<file path="config.mk">
export PLATFORM = sky130hd
export DESIGN_NAME = dps_sequencer
export DESIGN_NICKNAME = d
export VERILOG_FILES = /design/src/hdl/dps_pkg.sv /design/src/hdl/dps_sequencer.sv
export SDC_FILE = /design/constraint.sdc
export NUM_CORES = 1
export LEC_CHECK = 0
export ABC_AREA = 1
export ABC_CLOCK_PERIOD_IN_PS = 1550
export BUFFER_PORTS_ARGS = -buffer_cell sky130_fd_sc_hd__buf_2
export CORE_UTILIZATION = 52
export DETAILED_ROUTE_END_ITERATION = 6
export GPL_ROUTABILITY_DRIVEN = 1
export PLACE_DENSITY = 0.79
export SLEW_MARGIN = 10
export SYNTH_ARGS = -nofsm -noshare
export SYNTH_HDL_FRONTEND = slang
export SYNTH_SLANG_ARGS = --single-unit
export TNS_END_PERCENT = 50
</file>
<file path="constraint.sdc">
create_clock -name clock -period 1.55 [get_ports clock]
set_input_delay 0 -clock clock [delete_from_list [all_inputs] [get_ports clock]]
set_output_delay 0 -clock clock [all_outputs]
set_load 0.01 [all_outputs]
</file>
<file path="src/hdl/dps_pkg.sv">
// package for the dual slot power sequencer
package dps_pkg;
    localparam int unsigned CLK_HZ = 10000000;
    // power-on-reset interval, microseconds
    localparam int unsigned POR_TIME_US = 250;
    // no rounding up; a zero count is raised to one cycle
    localparam int unsigned POR_CYCLES = (POR_TIME_US * (CLK_HZ / 1000000) + 0) == 0 ? 1 :
        POR_TIME_US * (CLK_HZ / 1000000);
    localparam int unsigned POR_CW = 12;
    localparam logic [POR_CW-1:0] POR_LOAD = POR_CW'(POR_CYCLES - 1);
    // nominal gate current, microamps (analog, carried for reference)
    localparam int unsigned GATE_CURRENT_UA = 25;
    localparam logic [1:0] RESET_BITS = 2'h0;
    // slot outputs after reset: pull-up, pull-down and both discharges on, fault released
    localparam logic [7:0] SLOT_OFF = 8'ha7;

    typedef enum logic [1:0] {
        DPS_POR  = 2'b00,
        DPS_RUN  = 2'b01
    } dps_phase_t;

    // per-slot controls from the host side
    typedef struct packed {
        logic main_enable_pin;
        logic aux_slot_enable_pin;
        logic main_enable_bit;
        logic aux_enable_bit;
    } dps_slot_ctl_t;

    // per-slot drive outputs
    typedef struct packed {
        logic gate_drive_12v_pullup;
        logic gate_drive_12v_sink;
        logic gate_drive_3v3_pulldown;
        logic gate_drive_3v3_source;
        logic aux_power_output;
        logic main_discharge;
        logic aux_discharge;
        logic fault_n;
    } dps_slot_out_t;

    typedef struct packed {
        dps_phase_t phase;
        logic [POR_CW-1:0] por_count;
        logic mgmt_ready;
        logic standby;
        logic [1:0] main_on;
        logic [1:0] aux_on;
        logic [1:0] fault;
        logic int_n;
        dps_slot_out_t [1:0] slot;
    } dps_state_t;
endpackage

</file>
<file path="src/hdl/dps_sequencer.sv">
// power-on-reset, gate drive, aux and standby sequencing for two slots
// Overview of operation
// - start reset interval when standby supply valid; end after 250 us valid
// - all internal state is held at defaults from the start of the reset interval until it completes
// - standby supply dropout restarts a full reset interval
// - management bus refused until the reset interval has ended
// - all slot outputs held off during the reset interval
// - main off: 12 V gate pulled high, 3.3 V gate pulled low
// - main enable: both gates constant current, source on 3.3 V, sink on 12 V
// - disabling main or aux connects discharge resistance to affected outputs
// - standby mode whenever either main supply input is under lockout
// - aux output follows aux pin or aux bit, independent of mains
// - enabled aux keeps running in standby while standby supply present
// - main enabled at main undervoltage raises slot fault and maybe interrupt
// - interrupt deasserts once writing one has cleared every set fault bit
`timescale 1ns/1ps
module dps_sequencer (
    // clock and reset
    input wire logic clock,
    input wire logic rstn,
    // supply monitors, high when above lockout level
    input wire logic standby_supply_in,
    input wire logic main_12v_valid,
    input wire logic main_3v3_valid,
    // per-slot enables from pins and control bits
    input wire dps_pkg::dps_slot_ctl_t [1:0] slot_ctl,
    // interrupt enable and write-one-to-clear fault strobe per slot
    input wire logic int_enable,
    input wire logic [1:0] fault_clear,
    // status
    output logic mgmt_ready,
    output logic standby_mode,
    output logic int_n,
    output dps_pkg::dps_slot_out_t [1:0] slot_out
);
    dps_pkg::dps_state_t st;
    dps_pkg::dps_state_t next_st;
    logic [1:0] main_req;
    logic [1:0] aux_req;
    logic [1:0] uv_fault;
    logic main_uv;

    // default state: everything off, gates at off levels
    function automatic dps_pkg::dps_state_t dflt();
        dps_pkg::dps_state_t d;
        d = '0;
        d.phase = dps_pkg::DPS_POR;
        d.por_count = dps_pkg::POR_LOAD;
        d.int_n = 1'b1;
        for (int i = 0; i < 2; i++)
        begin
            d.slot[i].gate_drive_12v_pullup = 1'b1;
            d.slot[i].gate_drive_3v3_pulldown = 1'b1;
            d.slot[i].main_discharge = 1'b1;
            d.slot[i].aux_discharge = 1'b1;
            d.slot[i].fault_n = 1'b1;
        end
        return d;
    endfunction

    always_comb
    begin
        main_uv = !(main_12v_valid && main_3v3_valid);
        for (int i = 0; i < 2; i++)
        begin
            main_req[i] = slot_ctl[i].main_enable_pin || slot_ctl[i].main_enable_bit;
            aux_req[i] = slot_ctl[i].aux_slot_enable_pin || slot_ctl[i].aux_enable_bit;
            uv_fault[i] = main_req[i] && main_uv;
        end
    end

    // one state update; the reset interval forces defaults, so no stale bits
    always_comb
    begin
        next_st = st;
        if (!standby_supply_in)
        begin
            next_st = dflt();
        end
        else
        begin
            unique case (st.phase)
                dps_pkg::DPS_POR:
                begin
                    next_st = dflt();
                    if (st.por_count == '0)
                    begin
                        next_st.phase = dps_pkg::DPS_RUN;
                        next_st.mgmt_ready = 1'b1;
                    end
                    else
                    begin
                        next_st.por_count = st.por_count - 1'b1;
                    end
                end
                dps_pkg::DPS_RUN:
                begin
                    next_st.standby = main_uv;
                    for (int i = 0; i < 2; i++)
                    begin
                        // set wins over a clear in the same cycle
                        if (uv_fault[i])
                            next_st.fault[i] = 1'b1;
                        else if (fault_clear[i])
                            next_st.fault[i] = 1'b0;
                        // mains only on with inputs valid and no trip latched
                        next_st.main_on[i] = main_req[i] && !main_uv && !next_st.fault[i];
                        next_st.aux_on[i] = aux_req[i];
                        next_st.slot[i].gate_drive_12v_pullup = !next_st.main_on[i];
                        next_st.slot[i].gate_drive_3v3_pulldown = !next_st.main_on[i];
                        next_st.slot[i].gate_drive_12v_sink = next_st.main_on[i];
                        next_st.slot[i].gate_drive_3v3_source = next_st.main_on[i];
                        next_st.slot[i].main_discharge = !next_st.main_on[i];
                        next_st.slot[i].aux_power_output = next_st.aux_on[i];
                        next_st.slot[i].aux_discharge = !next_st.aux_on[i];
                        next_st.slot[i].fault_n = !next_st.fault[i];
                    end
                    next_st.int_n = !(int_enable && (next_st.fault != 2'h0));
                end
                default:
                begin
                    next_st = dflt();
                end
            endcase
        end
    end

    // single register for all state
    always_ff @(posedge clock or negedge rstn)
    begin
        if (!rstn)
            st <= '{phase: dps_pkg::DPS_POR, por_count: dps_pkg::POR_LOAD, mgmt_ready: 1'b0,
                    standby: 1'b0, main_on: 2'h0, aux_on: 2'h0, fault: 2'h0, int_n: 1'b1,
                    slot: {2{dps_pkg::SLOT_OFF}}};
        else
            st <= next_st;
    end

    assign mgmt_ready = st.mgmt_ready;
    assign standby_mode = st.standby;
    assign int_n = st.int_n;
    assign slot_out = st.slot;

    // reset interval count of cycles from valid to ready
    logic [12:0] ast_valid_cnt;
    always_ff @(posedge clock or negedge rstn)
    begin
        if (!rstn)
            ast_valid_cnt <= 13'h0;
        else if (!standby_supply_in)
            ast_valid_cnt <= 13'h0;
        else if (ast_valid_cnt != 13'h1fff)
            ast_valid_cnt <= ast_valid_cnt + 13'h1;
    end

    // rule checks on the rising edge; helper count is kept apart from the design's own
    AST_POR_LEN: assert property (@(posedge clock) disable iff (!rstn)
        $rose(mgmt_ready) |-> ast_valid_cnt == 13'(dps_pkg::POR_CYCLES))
        else $error("ready not after full reset interval");
    AST_READY_AT_END: assert property (@(posedge clock) disable iff (!rstn)
        ast_valid_cnt == 13'(dps_pkg::POR_CYCLES) |-> mgmt_ready)
        else $error("ready missing at end of reset interval");
    AST_NO_BUS_EARLY: assert property (@(posedge clock) disable iff (!rstn)
        (ast_valid_cnt < 13'(dps_pkg::POR_CYCLES)) |-> !mgmt_ready)
        else $error("bus ready during reset interval");
    AST_RESTART: assert property (@(posedge clock) disable iff (!rstn)
        !standby_supply_in |=> !mgmt_ready && st.fault == 2'h0)
        else $error("dropout did not restart");
    AST_OFF_IN_POR: assert property (@(posedge clock) disable iff (!rstn)
        !mgmt_ready |-> !slot_out[0].aux_power_output && !slot_out[1].aux_power_output
            && !slot_out[0].gate_drive_12v_sink && !slot_out[1].gate_drive_12v_sink
            && !slot_out[0].gate_drive_3v3_source && !slot_out[1].gate_drive_3v3_source)
        else $error("output on during reset interval");
    AST_GATE_OFF: assert property (@(posedge clock) disable iff (!rstn)
        !slot_out[0].gate_drive_3v3_source |-> slot_out[0].gate_drive_12v_pullup
            && slot_out[0].gate_drive_3v3_pulldown)
        else $error("gate off levels wrong");
    AST_GATE_ON: assert property (@(posedge clock) disable iff (!rstn)
        mgmt_ready && slot_ctl[1].main_enable_pin && main_12v_valid && main_3v3_valid
            && standby_supply_in && !st.fault[1] && !fault_clear[1] |=>
            slot_out[1].gate_drive_12v_sink && slot_out[1].gate_drive_3v3_source)
        else $error("gate not switched to current mode");
    // slot 0 main discharge must connect and its 12 V sink release once the main enable drops
    AST_MAIN_DISCHARGE: assert property (@(posedge clock) disable iff (!rstn)
        mgmt_ready && standby_supply_in && !main_req[0] |=>
            slot_out[0].main_discharge && !slot_out[0].gate_drive_12v_sink)
        else $error("main discharge not connected");
    AST_AUX: assert property (@(posedge clock) disable iff (!rstn)
        mgmt_ready && standby_supply_in && aux_req[1] |=>
            slot_out[1].aux_power_output && !slot_out[1].aux_discharge)
        else $error("aux not on from pin or bit");
    AST_AUX_STANDBY: assert property (@(posedge clock) disable iff (!rstn)
        mgmt_ready && standby_supply_in && main_uv && aux_req[0] |=>
            slot_out[0].aux_power_output)
        else $error("aux dropped in standby");
    AST_STANDBY: assert property (@(posedge clock) disable iff (!rstn)
        mgmt_ready && standby_supply_in && main_uv |=> standby_mode)
        else $error("standby mode not entered");
    AST_UV_FAULT: assert property (@(posedge clock) disable iff (!rstn)
        mgmt_ready && standby_supply_in && main_uv && main_req[0]
            && int_enable |=> !slot_out[0].fault_n && !int_n)
        else $error("undervoltage fault missing");
    // a trip in the same cycle as its clear must stick
    AST_SET_WINS: assert property (@(posedge clock) disable iff (!rstn)
        mgmt_ready && standby_supply_in && uv_fault[0] && fault_clear[0]
            |=> !slot_out[0].fault_n)
        else $error("clear beat a new fault");
    AST_INT_MASKED: assert property (@(posedge clock) disable iff (!rstn)
        !int_enable |=> int_n)
        else $error("interrupt raised while masked");
    AST_CLEAR: assert property (@(posedge clock) disable iff (!rstn)
        standby_supply_in && !main_uv && fault_clear[0] && (fault_clear[1] || !st.fault[1])
            |=> int_n && slot_out[0].fault_n)
        else $error("interrupt not cleared");

    // main scenarios the bench has to reach
    COV_READY: cover property (@(posedge clock) disable iff (!rstn) $rose(mgmt_ready));
    COV_SET_WINS: cover property (@(posedge clock) disable iff (!rstn)
        uv_fault[0] && fault_clear[0]);
    COV_MAIN_ON: cover property (@(posedge clock) disable iff (!rstn)
        $rose(slot_out[0].gate_drive_12v_sink));
    COV_FAULT: cover property (@(posedge clock) disable iff (!rstn) $fell(int_n));
    COV_STANDBY_AUX: cover property (@(posedge clock) disable iff (!rstn)
        standby_mode && slot_out[0].aux_power_output);
endmodule

</file>
==> impl_metrics.env, run 1 <==
export IMPL_status="completed"
export IMPL_r2r_start="st[25]$_DFFE_PN1P_"
export IMPL_reg2regPathDepth=7
export IMPL_drt_wl_total_um=2611
export IMPL_timing_rr_end="st[31]$_DFFE_PN1P_"
export IMPL_critPathKind="in -> reg"
export IMPL_cp_end_kind="flip-flop"
export IMPL_setup_viol=0
export IMPL_ys_warn_count=0
export IMPL_die_y_um=53.43
export IMPL_slew_headroom=0.6128
export IMPL_synth_seq_area_share=0.5032
export IMPL_dr_first_iter_drc_count=9
export IMPL_grt_pass1_wl_um=4250
export IMPL_synth_area_leader_cell="dfrtp_1"
export IMPL_port_buffers=34
export IMPL_synthTopCellsByArea="dfrtp_1 (25%), dfstp_2 (25%), buf_4 (8.7%)"
export IMPL_cts_num_sinks=27
export IMPL_clock_latency_ns=0.32
export IMPL_via_per_inst=4.756
export IMPL_cts_tree="done"
export IMPL_hold_path_startpoint="slot_ctl[3]"
export IMPL_placeableCoreArea_sq_um=2477
export IMPL_min_path_cells=4
export IMPL_start_util=0.5551
export IMPL_cp_depth=9
export IMPL_ir_worst_vdd_mv=0.7408
export IMPL_antenna_found_initial=0
export IMPL_worstSetupStartpointType="primary input"
export IMPL_worst_ep_required_time_ns=1.82
export IMPL_final_setup_skew_ns=0.003372
export IMPL_path_cells="dlygate4sd3_1, buf_2, nand2_1, dlygate4sd3_1, inv_2, nor2_1, nor2_1, nor2_2, o21ai_1"
export IMPL_r2r_slack_ns=0.08
export IMPL_layout_min_cycle_time_ns=1.482
export IMPL_diodes=0
export IMPL_dieArea_sq_um=2854
export IMPL_fin_setup_tns_ns=0
export IMPL_boundaryPins=35
export IMPL_critPathSlowestCell="dlygate4sd3_1"
export IMPL_htreeDepth=1
export IMPL_crit_family="buffers and inverters"
export IMPL_numCtsBuffers=3
export IMPL_firstDrtPassIters=4
export IMPL_synth_most_common_cell="nand2_1"
export IMPL_power_leakage_nw=0.8205
export IMPL_clk_pin_slew_ns=0.13
export IMPL_drive_gt1_frac=0.3179
export IMPL_syn_area_sq_um=1375
export IMPL_drv_slew=0
export IMPL_wire_per_inst_um=11.60
export IMPL_tightest_slew_ns=0.5808
export IMPL_async_flop_share=1.000
export IMPL_ys_flop_type="dfrtp_1"
export IMPL_post_route_period_util=0.9562
export IMPL_fp_dieW_um=53.43
export IMPL_synth_enable_flop_cells=0
export IMPL_nNetsFinal=214
export IMPL_cts_root_buf="clkbuf_4"
export IMPL_path_buf_inv=4
export IMPL_holdCritPathClass="in -> reg"
export IMPL_routabilityCongestion=0.8506
export IMPL_fill_cells=216
export IMPL_dp_final_hpwl_um=1845
export IMPL_synth_cell_type_count=21
export IMPL_dp_cells=209
export IMPL_hold_violations=0
export IMPL_cp_arrival_ns=1.75
export IMPL_grt_max_degree=28
export IMPL_grt_ovfl_total=0
export IMPL_syn_area_per_cell_sq_um=8.488
export IMPL_drc=0
export IMPL_antenna_left=0
export IMPL_yosys_top_cells_count="nand2_1 (31), nor2_1 (26), inv_1 (20)"
export IMPL_cp_slowest_stage_delay_ns=0.56
export IMPL_grt_pass1_vias=1019
export IMPL_maxCapViolCount=0
export IMPL_max_freq_mhz=674.7
export IMPL_clk_path_buf_depth=2
export IMPL_cellPowerDensity_nw_per_um2=941.4
export IMPL_groute_usage_overall=0.2111
export IMPL_syn_nets=180
export IMPL_holdWs_ns=0.07071
export IMPL_synth_seq_cells=27
export IMPL_synth_top_area_frac=0.2548
export IMPL_worstPathMaxFanout=5
export IMPL_syn_inst=162
export IMPL_row_count=18
export IMPL_num_vias=1070
export IMPL_holdPathEnd="slot_out[7]$_DFF_PN1_"
export IMPL_synthToLayoutAreaGrowth_pct=17.02
export IMPL_layout_cells_non_filler=225
-- report_power, final --
group          switching, W  internal, W
Combinational      0.000203     0.000145
Sequential        0.0000715     0.000796
Clock              0.000199     0.000101
-- cell type report --
cell class,count,area [sq um],share of cell area
Timing Repair Buffer,47,297.8,0.1851
Inverter,21,78.83,0.04899
Sequential cell,27,691.9,0.4300
Tap cell,30,37.54,0.02333
Multi-Input combinational cell,96,476.7,0.2963
Clock buffer,4,26.28,0.01633
-- stage by stage --
| stage | instance area [sq um] | setup WS (ns) | total power [W] | utilization |
|---|---|---|---|---|
| 5_1_grt | 1609 | -0.006523 | 0.001614 | 0.6495 |
| 3_3_place_gp | 1460 | 0.1648 | 0.001185 | 0.5894 |
| 6_report | 1609 | 0.06789 | 0.001515 | 0.6495 |
| 3_5_place_dp | 1460 | 0.09458 | 0.001203 | 0.5894 |
| 4_1_cts | 1607 | 0.03092 | 0.001534 | 0.6485 |
| 2_1_floorplan | 1375 | 0.2040 | 0.001109 | - |
-- how the worst max path moves through the flow --
| stage | start | endpoint |
|---|---|---|
| 2_1_floorplan | st[25]$_DFFE_PN1P_ | st[31]$_DFFE_PN1P_ |
| 3_3_place_gp | st[25]$_DFFE_PN1P_ | st[31]$_DFFE_PN1P_ |
| 3_5_place_dp | st[25]$_DFFE_PN1P_ | st[31]$_DFFE_PN1P_ |
| 4_1_cts | main_3v3_valid | int_n$_DFF_PN1_ |
| 5_1_grt | main_3v3_valid | int_n$_DFF_PN1_ |
| 6_report | main_3v3_valid | int_n$_DFF_PN1_ |
-- timing repair --
| action | in CTS | in global routing |
|---|---|---|
| resized for setup | 0 | 3 |
| hold buffers | 12 | 0 |
| setup endpoints to repair | 0 | 2 |
| endpoints found under the hold margin | 23 | 0 |
| buffers inserted | 0 | 0 |
-- state kept, by name, summed over array words and instances, names as in the netlist --
name,cells
st,14
slot_out,10
int_n,1
mgmt_ready,1
standby_mode,1
-- routing by layer --
metal / routed length (um) / up-vias / track usage
met5: 0 / - / 0
met4: 21 / 0 / 0.07456
met3: 74 / 2 / 0.02586
met2: 1474 / 22 / 0.4188
met1: 1041 / 500 / 0.2198
li1: - / 546 / -
-- worst register-to-register path: cells and delay by family (launching register included) --
family,cells,cell delay [ns]
flops,1,0.58
simple gates,3,0.28
fa+ha+maj,1,0.23
buf+inv,2,0.17
xor+xnor,1,0.15
-- logic make-up (layout without fill, tap and decap cells) --
| kind of cell | Yosys count | after routing | synth area share |
|---|---|---|---|
| AND/OR/NAND/NOR | 78 | 78 | 0.2511 |
| flip-flops | 27 | 27 | 0.5032 |
| AO/OA/AOI/OAI | 12 | 12 | 0.05005 |
| buffers and inverters | 39 | 72 | 0.1520 |
| adder cells (fa/ha/maj) | 2 | 2 | 0.01820 |
| XOR/XNOR | 4 | 4 | 0.02548 |
-- cell usage in the layout (no fill, tap or decap) --
| cell type | instances |
|---|---|
| buf_2 | 34 |
| nand2_1 | 31 |
| nor2_1 | 25 |
| inv_1 | 19 |
| dfrtp_1 | 14 |
| dfstp_2 | 13 |
| dlygate4sd3_1 | 12 |
| nand3_1 | 10 |
| o21ai_0 | 8 |
| nor2_2 | 4 |
| xor2_1 | 3 |
| clkbuf_4 | 3 |
| inv_2 | 2 |
| nand2_2 | 2 |
| nand2_4 | 2 |
| nand3b_1 | 2 |
| nand4_1 | 2 |
| ha_1 | 2 |
| o21ai_1 | 1 |
| xnor2_1 | 1 |
| a22oi_1 | 1 |
| o21ai_2 | 1 |
| o21bai_1 | 1 |
| clkbuf_1 | 1 |
| buf_4 | 1 |
No activity file was read; power rests on OpenSTA's default activity.
==> run 2, diff against run 1 <==
--- a/config.mk
+++ b/config.mk
@@ -7,7 +7,7 @@
 export LEC_CHECK = 0
 export ABC_AREA = 1
 export ABC_CLOCK_PERIOD_IN_PS = 1550
-export BUFFER_PORTS_ARGS = -buffer_cell sky130_fd_sc_hd__buf_2
+export BUFFER_PORTS_ARGS = -buffer_cell sky130_fd_sc_hd__buf_4
 export CORE_UTILIZATION = 52
 export DETAILED_ROUTE_END_ITERATION = 6
 export GPL_ROUTABILITY_DRIVEN = 1
==> run 2 against run 1 <==
First-iteration DRC count grew to 3.6 times the previous value. Routed wire length increased by 2.3%. Combinational power hardly changed. Critical path depth shrank 2. Clock skew is 0.0098 ns higher. Worst hold slack worse by 0.064 ns. Clock-buffer cell count decreased by 1. Critical path type is now reg -> reg. Largest power group unchanged. Highest routed layer unchanged.
==> impl_metrics.env, run 2 (same netlist as run 1, synthesis figures left out) <==
export IMPL_status="completed"
export IMPL_nNetsFinal=212
export IMPL_grt_pass1_wl_um=4388
export IMPL_holdBufCountCts=10
export IMPL_drive_gt1_frac=0.3161
export IMPL_ir_worst_vdd_mv=0.7857
export IMPL_drv_slew=0
export IMPL_largest_reg_flops=14
export IMPL_cp_arrival_ns=1.72
export IMPL_hold_violations=0
export IMPL_wire_per_inst_um=11.98
export IMPL_dieArea_sq_um=2854
export IMPL_netSwitchingFraction=0.3141
export IMPL_cts_num_sinks=27
export IMPL_firstDrtPassIters=4
export IMPL_antenna_left=0
export IMPL_dp_cells=209
export IMPL_worstSetupStartpointType="flip-flop"
export IMPL_p_total_w=0.001525
export IMPL_final_cell_mix="buf_4 (35), nand2_1 (31), nor2_1 (26)"
export IMPL_cts_setup_buffers=0
export IMPL_grt_max_degree=28
export IMPL_cts_root_buf="clkbuf_4"
export IMPL_drc=0
export IMPL_routabilityCongestion=0.8546
export IMPL_r2r_start="st[25]$_DFFE_PN1P_"
export IMPL_layout_min_cycle_time_ns=1.432
export IMPL_cts_repair_resized=0
export IMPL_comb_power_share=0.228
export IMPL_worstPathMaxFanout=5
export IMPL_critPathSlowestCell="dfstp_2"
export IMPL_timing_rr_end="st[31]$_DFFE_PN1P_"
export IMPL_row_count=18
export IMPL_antenna_found_initial=0
export IMPL_via_per_inst=5.027
export IMPL_start_util=0.5551
export IMPL_dp_final_hpwl_um=1890
export IMPL_critPathKind="reg -> reg"
export IMPL_fill_cells=199
export IMPL_dr_first_iter_drc_count=32
export IMPL_max_freq_mhz=698.1
export IMPL_power_leakage_nw=0.8473
export IMPL_rsz0062_at_grt="false"
export IMPL_clk_path_buf_depth=2
export IMPL_grt_pass1_vias=1050
export IMPL_holdCritPathClass="in -> reg"
export IMPL_grt_ovfl_total=0
export IMPL_cp_slowest_stage_delay_ns=0.58
export IMPL_worst_ep_required_time_ns=1.83
export IMPL_setup_viol=0
export IMPL_die_y_um=53.43
export IMPL_clkPwrFrac=0.204
export IMPL_clock_latency_ns=0.33
export IMPL_drt_wl_total_um=2672
export IMPL_p_int_w=0.001046
export IMPL_diodes=0
export IMPL_hold_path_startpoint="main_3v3_valid"
export IMPL_layout_cells_non_filler=223
export IMPL_cts_tree="done"
export IMPL_boundaryPins=35
export IMPL_groute_usage_overall=0.2203
export IMPL_tightest_slew_ns=0.4060
export IMPL_holdPathEnd="standby_mode$_DFF_PN0_"
export IMPL_num_vias=1121
export IMPL_fin_setup_tns_ns=0
export IMPL_path_cells="inv_1, ha_1, nand2_1, inv_1, nand3_1, xor2_1, nand2_1"
export IMPL_fp_dieW_um=53.43
export IMPL_synthToLayoutAreaGrowth_pct=21.84
export IMPL_final_setup_skew_ns=0.01316
export IMPL_port_buffers=34
export IMPL_numCtsBuffers=3
export IMPL_final_common_cell="buf_4"
export IMPL_post_route_period_util=0.9242
export IMPL_min_path_cells=4
export IMPL_placeableCoreArea_sq_um=2477
export IMPL_htreeDepth=1
export IMPL_r2r_slack_ns=0.12
export IMPL_reg2regPathDepth=7
export IMPL_cellPowerDensity_nw_per_um2=910.2
export IMPL_slew_headroom=0.7290
export IMPL_regMostFlops="st"
export IMPL_p_seq_frac=0.567
export IMPL_maxCapViolCount=0
export IMPL_cp_end_kind="flip-flop"
export IMPL_clk_pin_slew_ns=0.15
export IMPL_switchingPower_w=0.0004790
[run 2: cell count changes in the layout (fill, tap and decap cells not counted)]
cell           delta
inv_1             +1
buf_4            +34
nor2_2            -1
o21ai_1           -1
buf_2            -34
clkinvlp_4        +1
o21ai_0           +1
clkbuf_1          -1
inv_2             -1
dlygate4sd3_1     -2
nor2_1            +1
[run 2: power by group through the flow]
stage	sequential, W	combinational (W)	clock, W
5_1_grt	0.000880	0.000405	0.000344
3_3_place_gp	0.000873	0.000321	0
4_1_cts	0.000864	0.000350	0.000323
3_5_place_dp	0.000874	0.000332	0
6_report	0.000865	0.000348	0.000312
2_1_floorplan	0.000861	0.000248	0
[run 2: cell type report]
cell class | count | area (sq um) | area share
flip-flops and latches | 27 | 691.9 | 0.4130
repair buffers | 45 | 362.8 | 0.2166
clock inverters | 1 | 7.507 | 0.004481
multi-input cells | 96 | 474.2 | 0.2830
clock buffers | 3 | 22.52 | 0.01344
inverters | 21 | 78.83 | 0.04705
well taps | 30 | 37.54 | 0.02240
[run 2: metal layers]
layer,routed length (um),GRT usage
met3,137,0.02874
met1,1040,0.2309
met5,0,0
met2,1384,0.4063
met4,110,0.1360
[run 2: per-stage QoR]
stage	hold slack [ns]	setup WS [ns]	area (sq um)	util
after detailed placement	-0.07254	0.1134	1545	0.6237
after floorplan	-0.2956	0.2040	1375	-
after global routing	0.007141	0.0003421	1675	0.6763
final	0.006233	0.1175	1675	0.6763
after global placement	-0.07404	0.1665	1545	0.6237
after CTS	0.003335	0.1102	1675	0.6763
[run 2: worst max path at each step]
| stage | startpoint | to | slack (ns) | cells past startpoint |
|---|---|---|---|---|
| floorplan | st[25]$_DFFE_PN1P_ | st[31]$_DFFE_PN1P_ | 0.20 | 7 |
| global placement | st[25]$_DFFE_PN1P_ | st[31]$_DFFE_PN1P_ | 0.17 | 7 |
| detailed placement | st[25]$_DFFE_PN1P_ | st[31]$_DFFE_PN1P_ | 0.11 | 7 |
| CTS | st[25]$_DFFE_PN1P_ | st[31]$_DFFE_PN1P_ | 0.11 | 7 |
| global route | st[25]$_DFFE_PN1P_ | st[35]$_DFFE_PN0P_ | 0.0003 | 8 |
| finish | st[25]$_DFFE_PN1P_ | st[31]$_DFFE_PN1P_ | 0.12 | 7 |
[run 2: worst max-delay path, delay by kind of cell (launching register included)]
kind / cells / cell delay [ns]
adder cells (fa/ha/maj): 1 / 0.23
buffers and inverters: 2 / 0.16
flip-flops: 1 / 0.58
XOR/XNOR: 1 / 0.14
AND/OR/NAND/NOR: 3 / 0.29
